$ cat config.mk
export PLATFORM = sky130hd
export DESIGN_NAME = oac_top
export DESIGN_NICKNAME = d
export VERILOG_FILES = /design/src/oac_pkg.sv /design/src/oac_cfg_if.sv /design/src/oac_top.sv /design/src/oac_regs.sv
export SDC_FILE = /design/constraint.sdc
export NUM_CORES = 1
export LEC_CHECK = 0
export ABC_AREA = 0
export CELL_PAD_IN_SITES_DETAIL_PLACEMENT = 2
export CELL_PAD_IN_SITES_GLOBAL_PLACEMENT = 2
export CORE_AREA = 2 2 90 92
export DETAILED_ROUTE_END_ITERATION = 10
export DIE_AREA = 0 0 92 94
export DONT_BUFFER_PORTS = 1
export GPL_ROUTABILITY_DRIVEN = 0
export GPL_TIMING_DRIVEN = 0
export PLACE_DENSITY = 0.82
export SLEW_MARGIN = 20
export SYNTH_ARGS = -nofsm -noshare
export SYNTH_HDL_FRONTEND = slang
export SYNTH_HIERARCHICAL = 1
export SYNTH_SLANG_ARGS = --single-unit
$ cat constraint.sdc
create_clock -name clk -period 1.9 [get_ports clk]
set_input_delay 0.095 -clock clk [delete_from_list [all_inputs] [get_ports clk]]
set_output_delay 0.095 -clock clk [all_outputs]
set_load 0.05 [all_outputs]
$ cat src/oac_pkg.sv
// Operation
// - codes 00/01 select standalone external feedback
// - code 11 selects follower, inverting input internal
// - code 10 enables internal resistive gain network
// - five internal gains, two to thirty-two
// - gain codes 0..4 map 2..32, others 2
// - lock set ignores configuration writes
// - lock clears only on chip reset
// - one lock write accepted per reset
// - switching enabled and compare high selects secondary
// - otherwise primary selections drive switches
// - timer enable bit (13) allows automatic switching
// - amplifier output feeds converter channel six
package oac_pkg;
    // ----------------------------------------------------------------
    // register map
    // ----------------------------------------------------------------
    localparam logic [7:0] OFS_CTRL = 8'h00;
    localparam logic [7:0] OFS_LOCK = 8'h10;
    localparam logic [31:0] RST_CTRL = 32'h0000_0000;
    localparam logic RST_LOCK = 1'b0;
    // bits 31:20, 16, 12 and 8 are reserved and always read back zero
    localparam logic [31:0] CTRL_WMASK = 32'h000E_EEFF;
    // ----------------------------------------------------------------
    // field positions
    // ----------------------------------------------------------------
    localparam int POS_EN = 0;
    localparam int POS_MODE = 1;
    localparam int POS_GAIN = 3;
    localparam int POS_INV_PRI = 6;
    localparam int POS_NONINV_PRI = 9;
    localparam int POS_TIMER_EN = 13;
    localparam int POS_INV_SEC = 14;
    localparam int POS_NONINV_SEC = 17;
    localparam int POS_LOCK = 0;
    localparam logic [4:0] ADC_CHANNEL_SIX = 5'h06;

    typedef enum logic [1:0] {
        OAC_MODE_EXT0 = 2'b00,
        OAC_MODE_EXT1 = 2'b01,
        OAC_MODE_PGA = 2'b10,
        OAC_MODE_FOLLOW = 2'b11
    } oac_mode_t;

    // one-hot gain tap: bit0 = x2 ... bit4 = x32
    function automatic logic [4:0] oac_gain_tap(input logic [2:0] code);
        logic [4:0] tap;
        tap = 5'h01;
        unique case (code)
            3'h0: tap = 5'h01;
            3'h1: tap = 5'h02;
            3'h2: tap = 5'h04;
            3'h3: tap = 5'h08;
            3'h4: tap = 5'h10;
            default: tap = 5'h01;
        endcase
        return tap;
    endfunction
endpackage

$ cat src/oac_cfg_if.sv
`timescale 1ns/1ps
interface oac_cfg_if;
    logic [31:0] ctrl;
    logic lock;
    modport regs (output ctrl, output lock);
    modport core (input ctrl, input lock);
endinterface

$ cat src/oac_top.sv
`timescale 1ns/1ps
module oac_top
    import oac_pkg::*;
(
    input wire logic clk,
    input wire logic rst_n,
    input wire logic [7:0] avs_address,
    input wire logic avs_read,
    input wire logic avs_write,
    input wire logic [31:0] avs_writedata,
    input wire logic [3:0] avs_byteenable,
    output logic [31:0] avs_readdata,
    output logic avs_waitrequest,
    input wire logic timer_compare_channel_six,
    output logic amp_enable,
    output logic ext_feedback_mode,
    output logic follower_mode,
    output logic pga_enable,
    output logic [4:0] gain_tap,
    output logic [2:0] noninv_input_sel,
    output logic [1:0] inv_input_sel,
    output logic inv_input_connect,
    output logic [4:0] adc_channel
);
    // ----------------------------------------------------------------
    // reset release
    // ----------------------------------------------------------------
    logic rst_meta_ff;
    logic rst_sync_ff;
    always_ff @(posedge clk or negedge rst_n) begin
        if (!rst_n) begin
            rst_meta_ff <= 1'b0;
            rst_sync_ff <= 1'b0;
        end else begin
            rst_meta_ff <= 1'b1;
            rst_sync_ff <= rst_meta_ff;
        end
    end

    // ----------------------------------------------------------------
    // bus slave
    // ----------------------------------------------------------------
    // one wait cycle per access: the answer leaves a register
    logic ack_ff;
    logic hit_ctrl;
    logic hit_lock;
    logic full_word;
    logic req;
    assign req = (avs_read || avs_write) && !ack_ff;
    assign hit_ctrl = avs_address == OFS_CTRL;
    assign hit_lock = avs_address == OFS_LOCK;
    // registers take whole words only; partial writes are dropped
    assign full_word = avs_byteenable == 4'hF;

    always_ff @(posedge clk or negedge rst_sync_ff) begin
        if (!rst_sync_ff) begin
            ack_ff <= 1'b0;
        end else begin
            ack_ff <= req;
        end
    end

    always_ff @(posedge clk or negedge rst_sync_ff) begin
        if (!rst_sync_ff) begin
            avs_waitrequest <= 1'b1;
        end else begin
            avs_waitrequest <= !req;
        end
    end

    oac_cfg_if cfg ();

    oac_regs u_regs (
        .clk(clk),
        .rst_n(rst_sync_ff),
        .wr_ctrl(req && avs_write && hit_ctrl && full_word),
        .wr_lock(req && avs_write && hit_lock && full_word),
        .wdata(avs_writedata),
        .cfg(cfg.regs)
    );

    logic [31:0] nxt_rdata;
    always_comb begin
        nxt_rdata = 32'h0000_0000;
        if (hit_ctrl) begin
            nxt_rdata = cfg.ctrl;
        end else if (hit_lock) begin
            nxt_rdata[POS_LOCK] = cfg.lock;
        end
    end

    always_ff @(posedge clk or negedge rst_sync_ff) begin
        if (!rst_sync_ff) begin
            avs_readdata <= 32'h0000_0000;
        end else if (req && avs_read) begin
            avs_readdata <= nxt_rdata;
        end
    end

    // ----------------------------------------------------------------
    // input switching
    // ----------------------------------------------------------------
    // compare arrives synchronous; one register keeps the mux glitch-free
    logic cmp_ff;
    always_ff @(posedge clk or negedge rst_sync_ff) begin
        if (!rst_sync_ff) begin
            cmp_ff <= 1'b0;
        end else begin
            cmp_ff <= timer_compare_channel_six;
        end
    end

    logic [31:0] c;
    logic use_sec;
    oac_mode_t mode;
    assign c = cfg.ctrl;
    assign mode = oac_mode_t'(c[POS_MODE +: 2]);
    assign use_sec = c[POS_TIMER_EN] && cmp_ff;

    // ----------------------------------------------------------------
    // analog control levels
    // ----------------------------------------------------------------
    always_ff @(posedge clk or negedge rst_sync_ff) begin
        if (!rst_sync_ff) begin
            noninv_input_sel <= 3'h0;
            inv_input_sel <= 2'h0;
        end else if (use_sec) begin
            noninv_input_sel <= c[POS_NONINV_SEC +: 3];
            inv_input_sel <= c[POS_INV_SEC +: 2];
        end else begin
            noninv_input_sel <= c[POS_NONINV_PRI +: 3];
            inv_input_sel <= c[POS_INV_PRI +: 2];
        end
    end

    always_ff @(posedge clk or negedge rst_sync_ff) begin
        if (!rst_sync_ff) begin
            amp_enable <= 1'b0;
            ext_feedback_mode <= 1'b0;
            follower_mode <= 1'b0;
            pga_enable <= 1'b0;
            inv_input_connect <= 1'b0;
            gain_tap <= 5'h01;
            adc_channel <= ADC_CHANNEL_SIX;
        end else begin
            amp_enable <= c[POS_EN];
            ext_feedback_mode <= mode == OAC_MODE_EXT0 || mode == OAC_MODE_EXT1;
            follower_mode <= mode == OAC_MODE_FOLLOW;
            pga_enable <= mode == OAC_MODE_PGA;
            // pin switch only in external mode; follower ties it inside
            inv_input_connect <= mode == OAC_MODE_EXT0 || mode == OAC_MODE_EXT1;
            gain_tap <= oac_gain_tap(c[POS_GAIN +: 3]);
            adc_channel <= ADC_CHANNEL_SIX;
        end
    end
endmodule // oac_top

$ cat src/oac_regs.sv
`timescale 1ns/1ps
module oac_regs
    import oac_pkg::*;
(
    input wire logic clk,
    input wire logic rst_n,
    input wire logic wr_ctrl,
    input wire logic wr_lock,
    input wire logic [31:0] wdata,
    oac_cfg_if.regs cfg
);
    logic [31:0] ctrl_ff;
    logic lock_ff;
    logic lock_used_ff;

    always_ff @(posedge clk or negedge rst_n) begin
        if (!rst_n) begin
            ctrl_ff <= RST_CTRL;
        end else if (wr_ctrl && !lock_ff) begin
            ctrl_ff <= wdata & CTRL_WMASK;
        end
    end

    // lock has no clear path other than reset
    always_ff @(posedge clk or negedge rst_n) begin
        if (!rst_n) begin
            lock_ff <= RST_LOCK;
            lock_used_ff <= 1'b0;
        end else if (wr_lock && !lock_used_ff) begin
            lock_ff <= wdata[POS_LOCK];
            lock_used_ff <= 1'b1;
        end
    end

    assign cfg.ctrl = ctrl_ff;
    assign cfg.lock = lock_ff;
endmodule // oac_regs

Word level (Yosys, flattened, before mapping)
Cells that the tools add are included.
{"block": "word_totals", "ff_bits": 70, "latchBits": 0, "mem_bits_rw": 0, "rom_bits": 0, "input_bits": 49, "out_inout_bits": 53, "elab_cells": 49, "memories": 0}
{"block": "classes", "n_addsub": 0, "mul": 0, "n_div": 0, "n_lt_le_gt_ge": 0, "n_eq_ne": 9, "shift": 0, "muxes": 6, "bitwise_logic": 0, "reduce_logical": 18}
{"op": "5-bit case mux with 4 select lines", "n": 1}
{"op": "19-bit two-way mux", "n": 1}
{"op": "1-bit logical AND", "n": 10}
{"op": "8-bit by 5-bit equality test with 1-bit output, second input constant", "n": 1}
{"op": "8-bit logical NOT", "n": 1}
{"op": "3-bit by 2-bit equality test with 1-bit output, second input constant", "n": 2}
{"op": "2-bit equality test, second input constant", "n": 2}
{"op": "4-bit equality test, second input constant", "n": 1}
{"op": "1-bit logical NOT", "n": 4}
{"op": "3-bit by 1-bit equality test with 1-bit output, second input constant", "n": 1}
{"op": "3-bit equality test, second input constant", "n": 1}
{"op": "3-bit two-way mux", "n": 1}
{"op": "2-bit by 1-bit equality test with 1-bit output, second input constant", "n": 1}
{"op": "2-bit logical NOT", "n": 1}
{"op": "1-bit logical OR", "n": 2}
{"op": "1-bit two-way mux", "n": 2}
{"op": "2-bit two-way mux", "n": 1}

Depth between registers and ports, before layout
Gate-level depths: netlist of run 1.
{"block": "depth", "word_depth": 6, "ltp_mapped": 6, "mapped_depth_nobuf": 5}

Hierarchy
The synthesis of run 1 kept the hierarchy.
{"module": "oac_top", "n_inst": 1, "cells_per_inst": 128, "area_per_inst_um2": 1915.6, "seq_area_each_um2": 1278.7}
{"module": "oac_regs", "n_inst": 1, "cells_per_inst": 58, "area_per_inst_um2": 882.1, "seq_area_each_um2": 475.5}

Worst setup path before layout of run 1
OpenSTA, ideal clock, no wires.
{"block": "synth_path", "path_type": "input to register", "startpoint": "input port avs_address[4]", "endpoint": "register u_regs.ctrl_ff[10] (netlist: u_regs/cfg.ctrl[10])", "arrival_time_ns": 1.628, "setup_slack_ns": 0.147, "path_stages": 6, "n_path_buf": 2, "path_cell_list": "or4_4 -> nor4_1 -> nor2b_1 -> buf_6 -> buf_12 -> mux2_4"}
{"block": "synth_via", "elab_chain_len": 4}
{"element": "start: declaration", "line_no": "oac_top.sv:7", "rtl": "input wire logic [7:0] avs_address,"}
{"element": "8-bit logical NOT", "line_no": "oac_top.sv:50", "rtl": "assign hit_ctrl = avs_address == OFS_CTRL;"}
{"element": "1-bit logical AND (2 in series)", "line_no": "oac_top.sv:76", "rtl": ".wr_ctrl(req && avs_write && hit_ctrl && full_word),"}
{"element": "1-bit logical AND", "line_no": "oac_regs.sv:19", "rtl": "end else if (wr_ctrl && !lock_ff) begin"}
{"element": "end signal: assignment", "line_no": "oac_regs.sv:20", "rtl": "ctrl_ff <= wdata & CTRL_WMASK;"}
{"element": "end: declaration", "line_no": "oac_regs.sv:12", "rtl": "logic [31:0] ctrl_ff;"}
Every way passes these cells.
A chain may end at the register's enable or synchronous reset.

Worst setup path in the final report of run 1
{"block": "layout_path", "startpoint": "register ack_ff", "endpoint": "register u_regs.ctrl_ff[2] (netlist: u_regs/cfg.ctrl[2])"}
{"block": "layout_via", "elab_chain_len": 6}
{"element": "start: declaration", "line_no": "oac_top.sv:44", "rtl": "logic ack_ff;"}
{"element": "start signal: assignment", "line_no": "oac_top.sv:59", "rtl": "ack_ff <= req;"}
{"element": "1-bit logical NOT", "line_no": "oac_top.sv:49", "rtl": "assign req = (avs_read || avs_write) && !ack_ff;"}
{"element": "1-bit logical AND", "line_no": "oac_top.sv:49"}
{"element": "1-bit logical AND (3 in series)", "line_no": "oac_top.sv:76"}
{"element": "1-bit logical AND", "line_no": "oac_regs.sv:19"}
Every way passes these cells.

==> results of run 1 <==
## stage by stage
step | area (µm²) | hold WS (ns)
detailed placement | 3020 | -0.201
global route | 3460 | 0.0180
CTS | 3460 | 0.0199
global placement | 2990 | -0.201
finish | 3460 | 0.0418
floorplan | 2870 | -0.201
## cells in the final DEF, fill, tap and decap left out, types with 2 or more instances in the layout
cell type and count:
dfrtp_1 67, a22o_2 24, dlygate4sd3_1 22, buf_4 21
conb_1 21, mux2_2 14, mux2_4 10, clkbuf_8 9
a22o_1 7, nor2_1 4, clkbuf_1 4, buf_6 4
nand2b_1 3, nor3b_1 2, nand2_1 2, and2_1 2
or2_2 2, inv_1 2, or4_4 2, nor4_1 2
dfstp_2 2, bufinv_16 2, clkinvlp_4 2, buf_12 2
## area by class of cell
| class | instances | share of cell area |
|---|---|---|
| buffer | 30 | 0.0687 |
| clock buffer | 9 | 0.0358 |
| clock inverter | 7 | 0.0282 |
| inverter | 2 | 0.00217 |
| multi-input combinational | 102 | 0.250 |
| sequential | 70 | 0.508 |
| tap | 102 | 0.0369 |
| timing repair buffer | 23 | 0.0695 |
## state kept, by name (all words and copies together) (netlist names)
| name | flops |
|---|---|
| u_regs/cfg.lock | 1 |
| amp_enable | 1 |
| noninv_input_sel | 3 |
| ack_ff | 1 |
| rst_sync_ff | 1 |
| cmp_ff | 1 |
| avs_waitrequest | 1 |
| u_regs/cfg.ctrl | 17 |
| u_regs/lock_used_ff | 1 |
| follower_mode | 1 |
| rst_meta_ff | 1 |
| avs_readdata | 32 |
| inv_input_sel | 2 |
| ext_feedback_mode | 1 |
| pga_enable | 1 |
| gain_tap | 5 |
## per-layer routing
metal | GRT usage | routed length, µm | up-vias
met5 | 0 | 0 | -
met4 | 0.0684 | 87 | 0
met3 | 0.0425 | 335 | 7
met2 | 0.275 | 3380 | 58
met1 | 0.192 | 2570 | 864
li1 | - | - | 723
## kinds of logic (layout without fill, tap and decap cells)
logic type	Yosys count	in the layout	synth area share
compound gates	32	32	0.111
xor+xnor	1	1	0.00313
buf+inv	32	71	0.0877
flops	70	70	0.627
mux	24	24	0.110
other cells	3	21	0.00402
simple gates	24	24	0.0568
## how the worst max path moves through the flow
stage,slack (ns),endpoint
5_1_grt,0.04,u_regs/cfg.ctrl[9]$_DFFE_PN0P_
4_1_cts,0.11,u_regs/cfg.ctrl[2]$_DFFE_PN0P_
3_5_place_dp,0.003,u_regs/cfg.ctrl[6]$_DFFE_PN0P_
6_report,0.12,u_regs/cfg.ctrl[2]$_DFFE_PN0P_
3_3_place_gp,-0.006,u_regs/cfg.ctrl[7]$_DFFE_PN0P_
2_1_floorplan,0.15,u_regs/cfg.ctrl[10]$_DFFE_PN0P_
## power breakdown
part | leakage [nW] | internal (mW) | switching, mW
Clock | 0.106 | 0.743 | 0.592
Sequential | 0.956 | 1.50 | 0.0336
Combinational | 0.648 | 0.0738 | 0.0875
Total | 1.71 | 2.32 | 0.713
## what timing repair did
item                                    in CTS  in global routing
hold buffers                                22                  0
endpoints found under the setup margin       0                  0
hold endpoints to repair                    23                  0
## cells in the mapped netlist, drive strengths merged
library cell | n | area, µm²
a22o | 31 | 302
a32o | 1 | 10.0
and2 | 2 | 12.5
and3b | 1 | 8.76
buf | 26 | 223
clkbuf | 4 | 15.0
conb | 3 | 11.3
dfrtp | 68 | 1700
dfstp | 2 | 52.6
inv | 2 | 7.51
mux2 | 24 | 308
nand2 | 2 | 7.51
nand2b | 3 | 18.8
nand4 | 1 | 6.26
nor2 | 4 | 15.0
nor2b | 1 | 6.26
nor3 | 2 | 21.3
nor3b | 2 | 15.0
nor4 | 2 | 12.5
or2 | 2 | 12.5
or4 | 2 | 22.5
xor2 | 1 | 8.76
## worst max-delay path: cells and delay by family, from the launching register on
kind | cells | cell delay (ns)
buffers and inverters | 2 | 0.35
DFF | 1 | 0.39
muxes | 1 | 0.31
and+or+nand+nor | 3 | 0.60
==> metrics.md, run 1 <==
| Metric | Value |
|---|---|
| FP Rows | `32` |
| Die W | `slightly above 90 µm` |
| Antenna violations before repair | `0` |
| Syn Area/Cell | `roughly 15 µm²` |
| Placed insts | `between 300 and 400` |
| Sequential Area | `about 0.0018 mm²` |
| Post-layout minimum cycle time | `between 1.5 and 2 ns` |
| Count of final max-slew check failures | `0` |
| Vias in the first global route | `1888` |
| Resized cells post-CTS | `0` |
| Setup Total Neg Slack | `0 ns` |
| Power per cell area | `877 mW/mm²` |
| Clock skew | `between 0.008 and 0.009 ns` |
| Crit start category | `flip-flop` |
| Crit Path Class | `reg2reg` |
| Worst Setup SP | `ack_ff$_DFF_PN0_` |
| Layout area overhead | `23.6%` |
| DR WL/cell | `approximately 18 µm` |
| Core region area | `about 0.0076 mm²` |
| Overall global routing resource usage | `0.161` |
| Final setup viols | `0` |
| Hold Crit Class | `in2reg` |
| Via-to-Cell Ratio | `between 4 and 5` |
| RSZ-0062 raised after global routing | `false` |
| Clock sinks | `70` |
| Clk pin slew, worst setup/hold paths | `approximately 0.080 ns` |
| Peak VDD IR | `around 420 µV` |
| Post-Place Worst Slack | `around 0.0031 ns` |
| Nets | `about 290` |
| Detail Placement HPWL | `4290 µm` |
| CTS tree | `built` |
| Layout cells sized above 1 | `0.407` |
| TritonCTS Buffers | `9` |
| Register area share after synthesis | `0.627` |
| Post-route DRC | `0` |
| Synth cell types | `27` |
| Max cap viols | `0` |
| Synthesized area | `about 0.0028 mm²` |
| DRT iter0 DRCs | `47` |
| Largest net degree at the start of global routing | `39` |
| F_max | `between 500 and 600 MHz` |
| IO Count | `just over 100` |
| Max Fanout on Critical Path | `10` |
| Worst Tran Pin Value | `between 0.5 and 0.6 ns` |
| Yosys Warn Count | `6` |
| Fin cells | `roughly 350` |
| Global-route wire length before repair | `10400 µm` |
| Final antenna-violating net count | `0` |
| H-tree depth | `3` |
| End of the worst register-to-register path | `u_regs/cfg.ctrl[2]$_DFFE_PN0P_` |
| Overall overflow remaining after global route | `0` |
| Crit path capture type | `flip-flop` |
| Die area | `just under 0.009 mm²` |
| Worst Hold End | `avs_readdata[0]$_DFFE_PN0P_` |
| DRT Pass-1 Iters | `3` |
| Reg2Reg Launch Point | `ack_ff$_DFF_PN0_` |
| WHS Path Cells | `2` |
| CP Cell Sequence | `nand2b_1 -> nor4_1 -> nor2b_1 -> buf_6 -> buf_12 -> mux2_4` |
| Setup slack, reg-to-reg | `about 0.12 ns` |
| Die height | `around 94 µm` |
| DRT Wirelength | `roughly 6400 µm` |
| Antenna diode count | `0` |
| Root buffer cell | `clkbuf_8` |
| Multi-input logic area | `roughly 870 µm²` |
| Worst R2R Path Depth | `6` |
| Number of port buffers | `0` |
| Final worst slack | `about 0.12 ns` |
| Synth Register Bits | `70` |
| Setup bufs post-CTS | `0` |
| Via count | `between 1500 and 2000` |
| Slew HR | `0.623` |
| Req. time, crit path | `between 2 and 2.5 ns` |
| Run status | `finished, final reports clean` |
| Max Buffers Root-to-Sink | `2` |
| Fillers | `roughly 760` |
| Fin crit share | `0.934` |
| Crit path largest cell delay | `just under 0.4 ns` |
| Finished Core Util | `0.455` |
| Hold path startpoint | `avs_address[6]` |
| Power Total | `3.03 mW` |
| Slowest stage cell, crit path | `dfrtp_1` |
| Initial core utilization | `0.368` |
| WP data arrival | `1.99 ns` |
| Leakage | `around 1.7 nW` |
| Synth Instances | `approximately 190` |
| Worst-skew pair later-pin latency | `~0.34 ns` |
| Final hold vios | `0` |
(Power assumes the default switching activity.)
==> run 2: changes to the inputs <==
- CAP_MARGIN: unset -> 20
- CELL_PAD_IN_SITES_DETAIL_PLACEMENT: 2 -> unset
- CELL_PAD_IN_SITES_GLOBAL_PLACEMENT: 2 -> unset
- CORE_AREA: 2 2 90 92 -> 2 2 87 89
- DIE_AREA: 0 0 92 94 -> 0 0 89 91
- PLACE_DENSITY: 0.82 -> 0.62
- clock period: 1.9 -> 2.3 ns (I/O delays scaled with it)
==> run 2 against run 1 <==
Sequential share of layout area up 0.28 points. Wire length fell by 16%. Cell count is 0.87% lower. Largest cell class unchanged. Critical endpoint is now u_regs/cfg.ctrl[10]$_DFFE_PN0P_. Sequential power fell by 18%.
==> metrics.md, run 2 (same netlist as run 1, synthesis figures left out) <==
| Metric | Value |
|---|---|
| FP Rows | `31` |
| TritonCTS Buffers | `9` |
| Peak VDD IR | `around 330 µV` |
| Clk pin slew, worst setup/hold paths | `approximately 0.080 ns` |
| Hold Crit Class | `in2reg` |
| Clock skew | `approximately 0.012 ns` |
| Hold_ws | `between 0.06 and 0.07 ns` |
| Largest net degree at the start of global routing | `48` |
| Post-layout minimum cycle time | `1.73 ns` |
| Final setup viols | `0` |
| Req. time, crit path | `2.52 ns` |
| IO Count | `around 100` |
| Die W | `roughly 89 µm` |
| Overall global routing resource usage | `0.145` |
| DRT iter0 DRCs | `37` |
| Most frequent cells in the layout | `dfrtp_1 (67), a22o_2 (24), dlygate4sd3_1 (22)` |
| Worst-skew pair later-pin latency | `about 0.34 ns` |
| Run status | `finished, final reports clean` |
| Post-route DRC | `0` |
| Root buffer cell | `clkbuf_8` |
| Crit start category | `flip-flop` |
| Crit path capture type | `flip-flop` |
| Max Buffers Root-to-Sink | `2` |
| Initial core utilization | `0.392` |
| Overall overflow remaining after global route | `0` |
| Vias in the first global route | `between 1500 and 2000` |
| Via count | `~1600` |
| DR WL/cell | `about 16 µm` |
| DRT Wirelength | `between 5000 and 6000 µm` |
| WP data arrival | `about 2.0 ns` |
| RSZ-0062 raised after global routing | `false` |
| Die area | `0.00810 mm²` |
| Resized cells post-CTS | `0` |
| DRT Pass-1 Iters | `3` |
| Count of final max-slew check failures | `0` |
| Max reg flops | `32` |
| Die height | `about 91 µm` |
| Slew HR | `0.651` |
| Finished Core Util | `0.482` |
| H-tree depth | `3` |
| Final hold vios | `0` |
| Most flop-heavy register | `avs_readdata` |
| Commonest non-fill, non-tap cell in the layout | `dfrtp_1` |
| Nets | `roughly 290` |
| Crit Path Class | `reg2reg` |
| Core region area | `between 0.007 and 0.008 mm²` |
| Detail Placement HPWL | `approximately 3600 µm` |
| Max Fanout on Critical Path | `10` |
| Fin crit share | `0.751` |
| Via-to-Cell Ratio | `~4.5` |
| F_max | `between 500 and 600 MHz` |
| Layout cells sized above 1 | `0.407` |
| Power Total | `about 2.4 mW` |
| Clock sinks | `70` |
| Worst Tran Pin Value | `between 0.5 and 0.6 ns` |
| Global-route wire length before repair | `about 9000 µm` |
| Placed cell area | `0.00302 mm²` |
| CTS tree | `built` |
| Antenna violations before repair | `0` |
| Final antenna-violating net count | `0` |
| Post-route cell area | `~0.0034 mm²` |
| Leakage | `between 1.5 and 2 nW` |
| Max cap viols | `0` |
| Layout area overhead | `22.9%` |
| Power per cell area | `roughly 690 mW/mm²` |
| Number of port buffers | `0` |
| Antenna diode count | `0` |
## run 2: routing by layer
layer	share of wire	global-route usage
met4	0.019	0.0672
met1	0.44	0.188
met5	0	0
met2	0.48	0.219
met3	0.055	0.0464
## run 2: critical path: stages (launching register included)
cell      delay (ns)
dfrtp_1         0.38
nand2b_1        0.16
nor4_1          0.24
nor2b_1         0.19
buf_6           0.17
buf_12          0.16
mux2_4          0.30
## run 2: path summary, 6_finish.rpt
kind / startpoint / end / slack [ns] / cells past startpoint
max in group asynchronous: rst_sync_ff$_DFF_PN0_ / gain_tap[0]$_DFF_PN1_ / 1.50 / 1
min: avs_address[6] / avs_readdata[0]$_DFFE_PN0P_ / 0.07 / 2
min in group asynchronous: rst_sync_ff$_DFF_PN0_ / avs_readdata[13]$_DFFE_PN0P_ / 0.23 / 0
max reg2reg: ack_ff$_DFF_PN0_ / u_regs/cfg.ctrl[10]$_DFFE_PN0P_ / 0.57 / 6
min reg2reg: rst_sync_ff$_DFF_PN0_ / avs_readdata[13]$_DFFE_PN0P_ / 0.23 / 0
max: ack_ff$_DFF_PN0_ / u_regs/cfg.ctrl[10]$_DFFE_PN0P_ / 0.57 / 6
## run 2: layout make-up
cell class | instances | area, µm²
clock inverters | 7 | 75.1
fillers | 649 | 3700
clock buffers | 9 | 124
repair buffers | 23 | 248
multi-input cells | 102 | 866
plain buffers | 30 | 238
well taps | 99 | 124
inverters | 2 | 7.51
flip-flops and latches | 70 | 1760
## run 2: per-stage QoR
stage / instances / worst slack (ns) / setup TNS, ns
6_report: 342 / 0.572 / 0
3_5_place_dp: 304 / 0.387 / 0
2_1_floorplan: 204 / 0.210 / 0
4_1_cts: 342 / 0.540 / 0
5_1_grt: 342 / 0.460 / 0
3_3_place_gp: 303 / -0.585 / -38.32
## run 2: timing repair
action                    in CTS  in global routing
setup buffers                  0                  0
hold buffers                  22                  0
hold endpoints to repair      22                  0
## run 2: where the power goes
part	total, mW	internal, mW	switching (mW)	leakage (nW)
Clock	0.986	0.502	0.484	0.0914
Combinational	0.134	0.0624	0.0721	0.651
Sequential	1.27	1.24	0.0247	0.956
Total	2.39	1.81	0.581	1.70
==> run 3: changes to the inputs <==
- clock period: 2.3 -> 1.65 ns (I/O delays scaled with it)
==> run 3 against run 2 <==
Via count grew 1.9%. Setup slack lost 0.47 ns. Sequential share of layout area shrank 1.1 points. Highest routed layer unchanged. Count of clock-buffer cells in the layout is the same. Clock power grew 44%. Sequential cell count is the same. Fmax grew 11%. Critical path depth is the same. Wire length grew 4.8%. Sequential power grew 39%. Total power grew 42%. Cell count grew 1.2%.
==> metrics.md, run 3 (same netlist as run 1, synthesis figures left out) <==
| Metric | Value |
|---|---|
| Met3 wire len | `between 200 and 250 µm` |
| Core region area | `around 0.0071 mm²` |
| Overall global routing resource usage | `0.148` |
| Max Fanout on Critical Path | `6` |
| Final setup viols | `0` |
| Leakage | `approximately 1.7 nW` |
| Crit path capture type | `flip-flop` |
| Max reg flops | `32` |
| Fin crit share | `0.941` |
| Setup slack, reg-to-reg | `0.1 ns` |
| Global-route wire length before repair | `about 8900 µm` |
| Die area | `between 0.008 and 0.009 mm²` |
| Root buffer cell | `clkbuf_8` |
| Post-route DRC | `0` |
| Layout cells sized above 1 | `0.441` |
| Antenna diode count | `0` |
| Placed cell area | `0.00302 mm²` |
| Die height | `91 µm` |
| Hold Crit Class | `in2reg` |
| TritonCTS Buffers | `9` |
| Max cap viols | `0` |
| H-tree depth | `3` |
| Via count | `1585` |
| Uppermost layer routed | `met4` |
| DR WL/cell | `about 16 µm` |
| Fin cells | `346` |
| Hold_ws | `roughly 0.028 ns` |
| Vias in the first global route | `approximately 1700` |
| FP Rows | `31` |
| Placed insts | `about 300` |
| CTS tree | `built` |
| Power per cell area | `960 mW/mm²` |
| Count of final max-slew check failures | `0` |
| Most flop-heavy register | `avs_readdata` |
| Clk pin slew, worst setup/hold paths | `0.08 ns` |
| Crit Path Class | `reg2reg` |
| Max Buffers Root-to-Sink | `2` |
| Commonest non-fill, non-tap cell in the layout | `dfrtp_1` |
| DRT iter0 DRCs | `62` |
| Die W | `89 µm` |
| Largest net degree at the start of global routing | `39` |
| Clock sinks | `70` |
| Most frequent cells in the layout | `dfrtp_1 (67), a22o_2 (24), buf_4 (23)` |
| Clock skew | `0.0110 ns` |
| Metal-1 WL | `around 2300 µm` |
| Initial core utilization | `0.392` |
| Run status | `finished, final reports clean` |
| Final worst slack | `approximately 0.1 ns` |
| Worst-skew pair later-pin latency | `~0.35 ns` |
| Slew HR | `0.655` |
| Layout area overhead | `25.7%` |
| CP Cell Sequence | `nand2b_4 -> nor4_2 -> nor2b_2 -> buf_6 -> clkbuf_16 -> mux2_4` |
| Crit path max-delay family | `simple AND/OR/NAND/NOR gates` |
| F_max | `between 600 and 700 MHz` |
| WL met2 | `about 2900 µm` |
| Antenna violations before repair | `0` |
| Number of port buffers | `0` |
| Via-to-Cell Ratio | `approximately 4.6` |
| Final antenna-violating net count | `0` |
| DRT Wirelength | `~5600 µm` |
| Detail Placement HPWL | `approximately 3700 µm` |
| IO Count | `just over 100` |
| Overall overflow remaining after global route | `0` |
| Post-Place Worst Slack | `-0.199 ns` |
| Multi-input logic area | `approximately 880 µm²` |
| Post-layout minimum cycle time | `about 1.6 ns` |
| Final hold vios | `0` |
| Req. time, crit path | `between 1.5 and 2 ns` |
| Crit path buf inv count | `2` |
| Worst Tran Pin Value | `approximately 0.52 ns` |
| Sequential Area | `approximately 0.0018 mm²` |
| RSZ-0062 raised after global routing | `false` |
| Peak VDD IR | `just over 500 µV` |
| Nets | `291` |
| DRT Pass-1 Iters | `4` |
| Post-route cell area | `around 0.0035 mm²` |
| Crit path largest cell delay | `approximately 0.40 ns` |
| Slowest stage cell, crit path | `dfrtp_1` |
| Power Total | `3.38 mW` |
| Crit start category | `flip-flop` |
| WP data arrival | `1.78 ns` |
| Fillers | `659` |
## run 3: layout make-up
cell class | count | share of cell area
inverters | 2 | 0.00213
plain buffers | 30 | 0.0687
flip-flops and latches | 70 | 0.500
clock buffers | 9 | 0.0352
clock inverters | 7 | 0.0228
well taps | 99 | 0.0352
multi-input cells | 102 | 0.251
repair buffers | 27 | 0.0854
## run 3: routing by layer
metal / vias to the layer above / global-route usage
li1: 739 / -
met1: 785 / 0.175
met2: 50 / 0.249
met3: 11 / 0.0327
met4: 0 / 0.0709
met5: - / 0
## run 3: final timing paths
kind | from | cells past startpoint | to
worst max-delay path | ack_ff$_DFF_PN0_ | 6 | u_regs/cfg.ctrl[11]$_DFFE_PN0P_
worst min-delay path | avs_address[6] | 2 | avs_readdata[0]$_DFFE_PN0P_
worst max register to register | ack_ff$_DFF_PN0_ | 6 | u_regs/cfg.ctrl[11]$_DFFE_PN0P_
worst min register to register | rst_sync_ff$_DFF_PN0_ | 0 | u_regs/cfg.ctrl[13]$_DFFE_PN0P_
max in group asynchronous | rst_sync_ff$_DFF_PN0_ | 1 | gain_tap[0]$_DFF_PN1_
min in group asynchronous | rst_sync_ff$_DFF_PN0_ | 0 | u_regs/cfg.ctrl[13]$_DFFE_PN0P_
## run 3: power by group
part           internal, mW  total, mW  leakage (nW)  switching, mW
Clock                 0.716       1.42        0.0968          0.705
Sequential             1.73       1.77         0.956         0.0390
Combinational        0.0894      0.188         0.691         0.0985
Total                  2.54       3.38          1.74          0.842
## run 3: repair_timing
item                                    CTS  global route
hold endpoints to repair                 23             0
endpoints found under the setup margin   10            46
gates cloned                              0             1
hold buffers                             22             0
buffers inserted                          3             0
pin swaps                                 0             1
gates resized for setup                   1             7
## run 3: through the flow
stage | utilization | setup TNS (ns)
2_1_floorplan | - | -0.736
3_3_place_gp | 0.419 | -2.59
3_5_place_dp | 0.423 | -2.37
4_1_cts | 0.488 | -0.285
5_1_grt | 0.493 | 0
6_report | 0.493 | 0
## run 3: worst register-to-register path, stage by stage, from the launching register on
cell and delay (ns):
dfrtp_1 0.40, nand2b_4 0.15, nor4_2 0.11, nor2b_2 0.18
buf_6 0.15, clkbuf_16 0.16, mux2_4 0.29
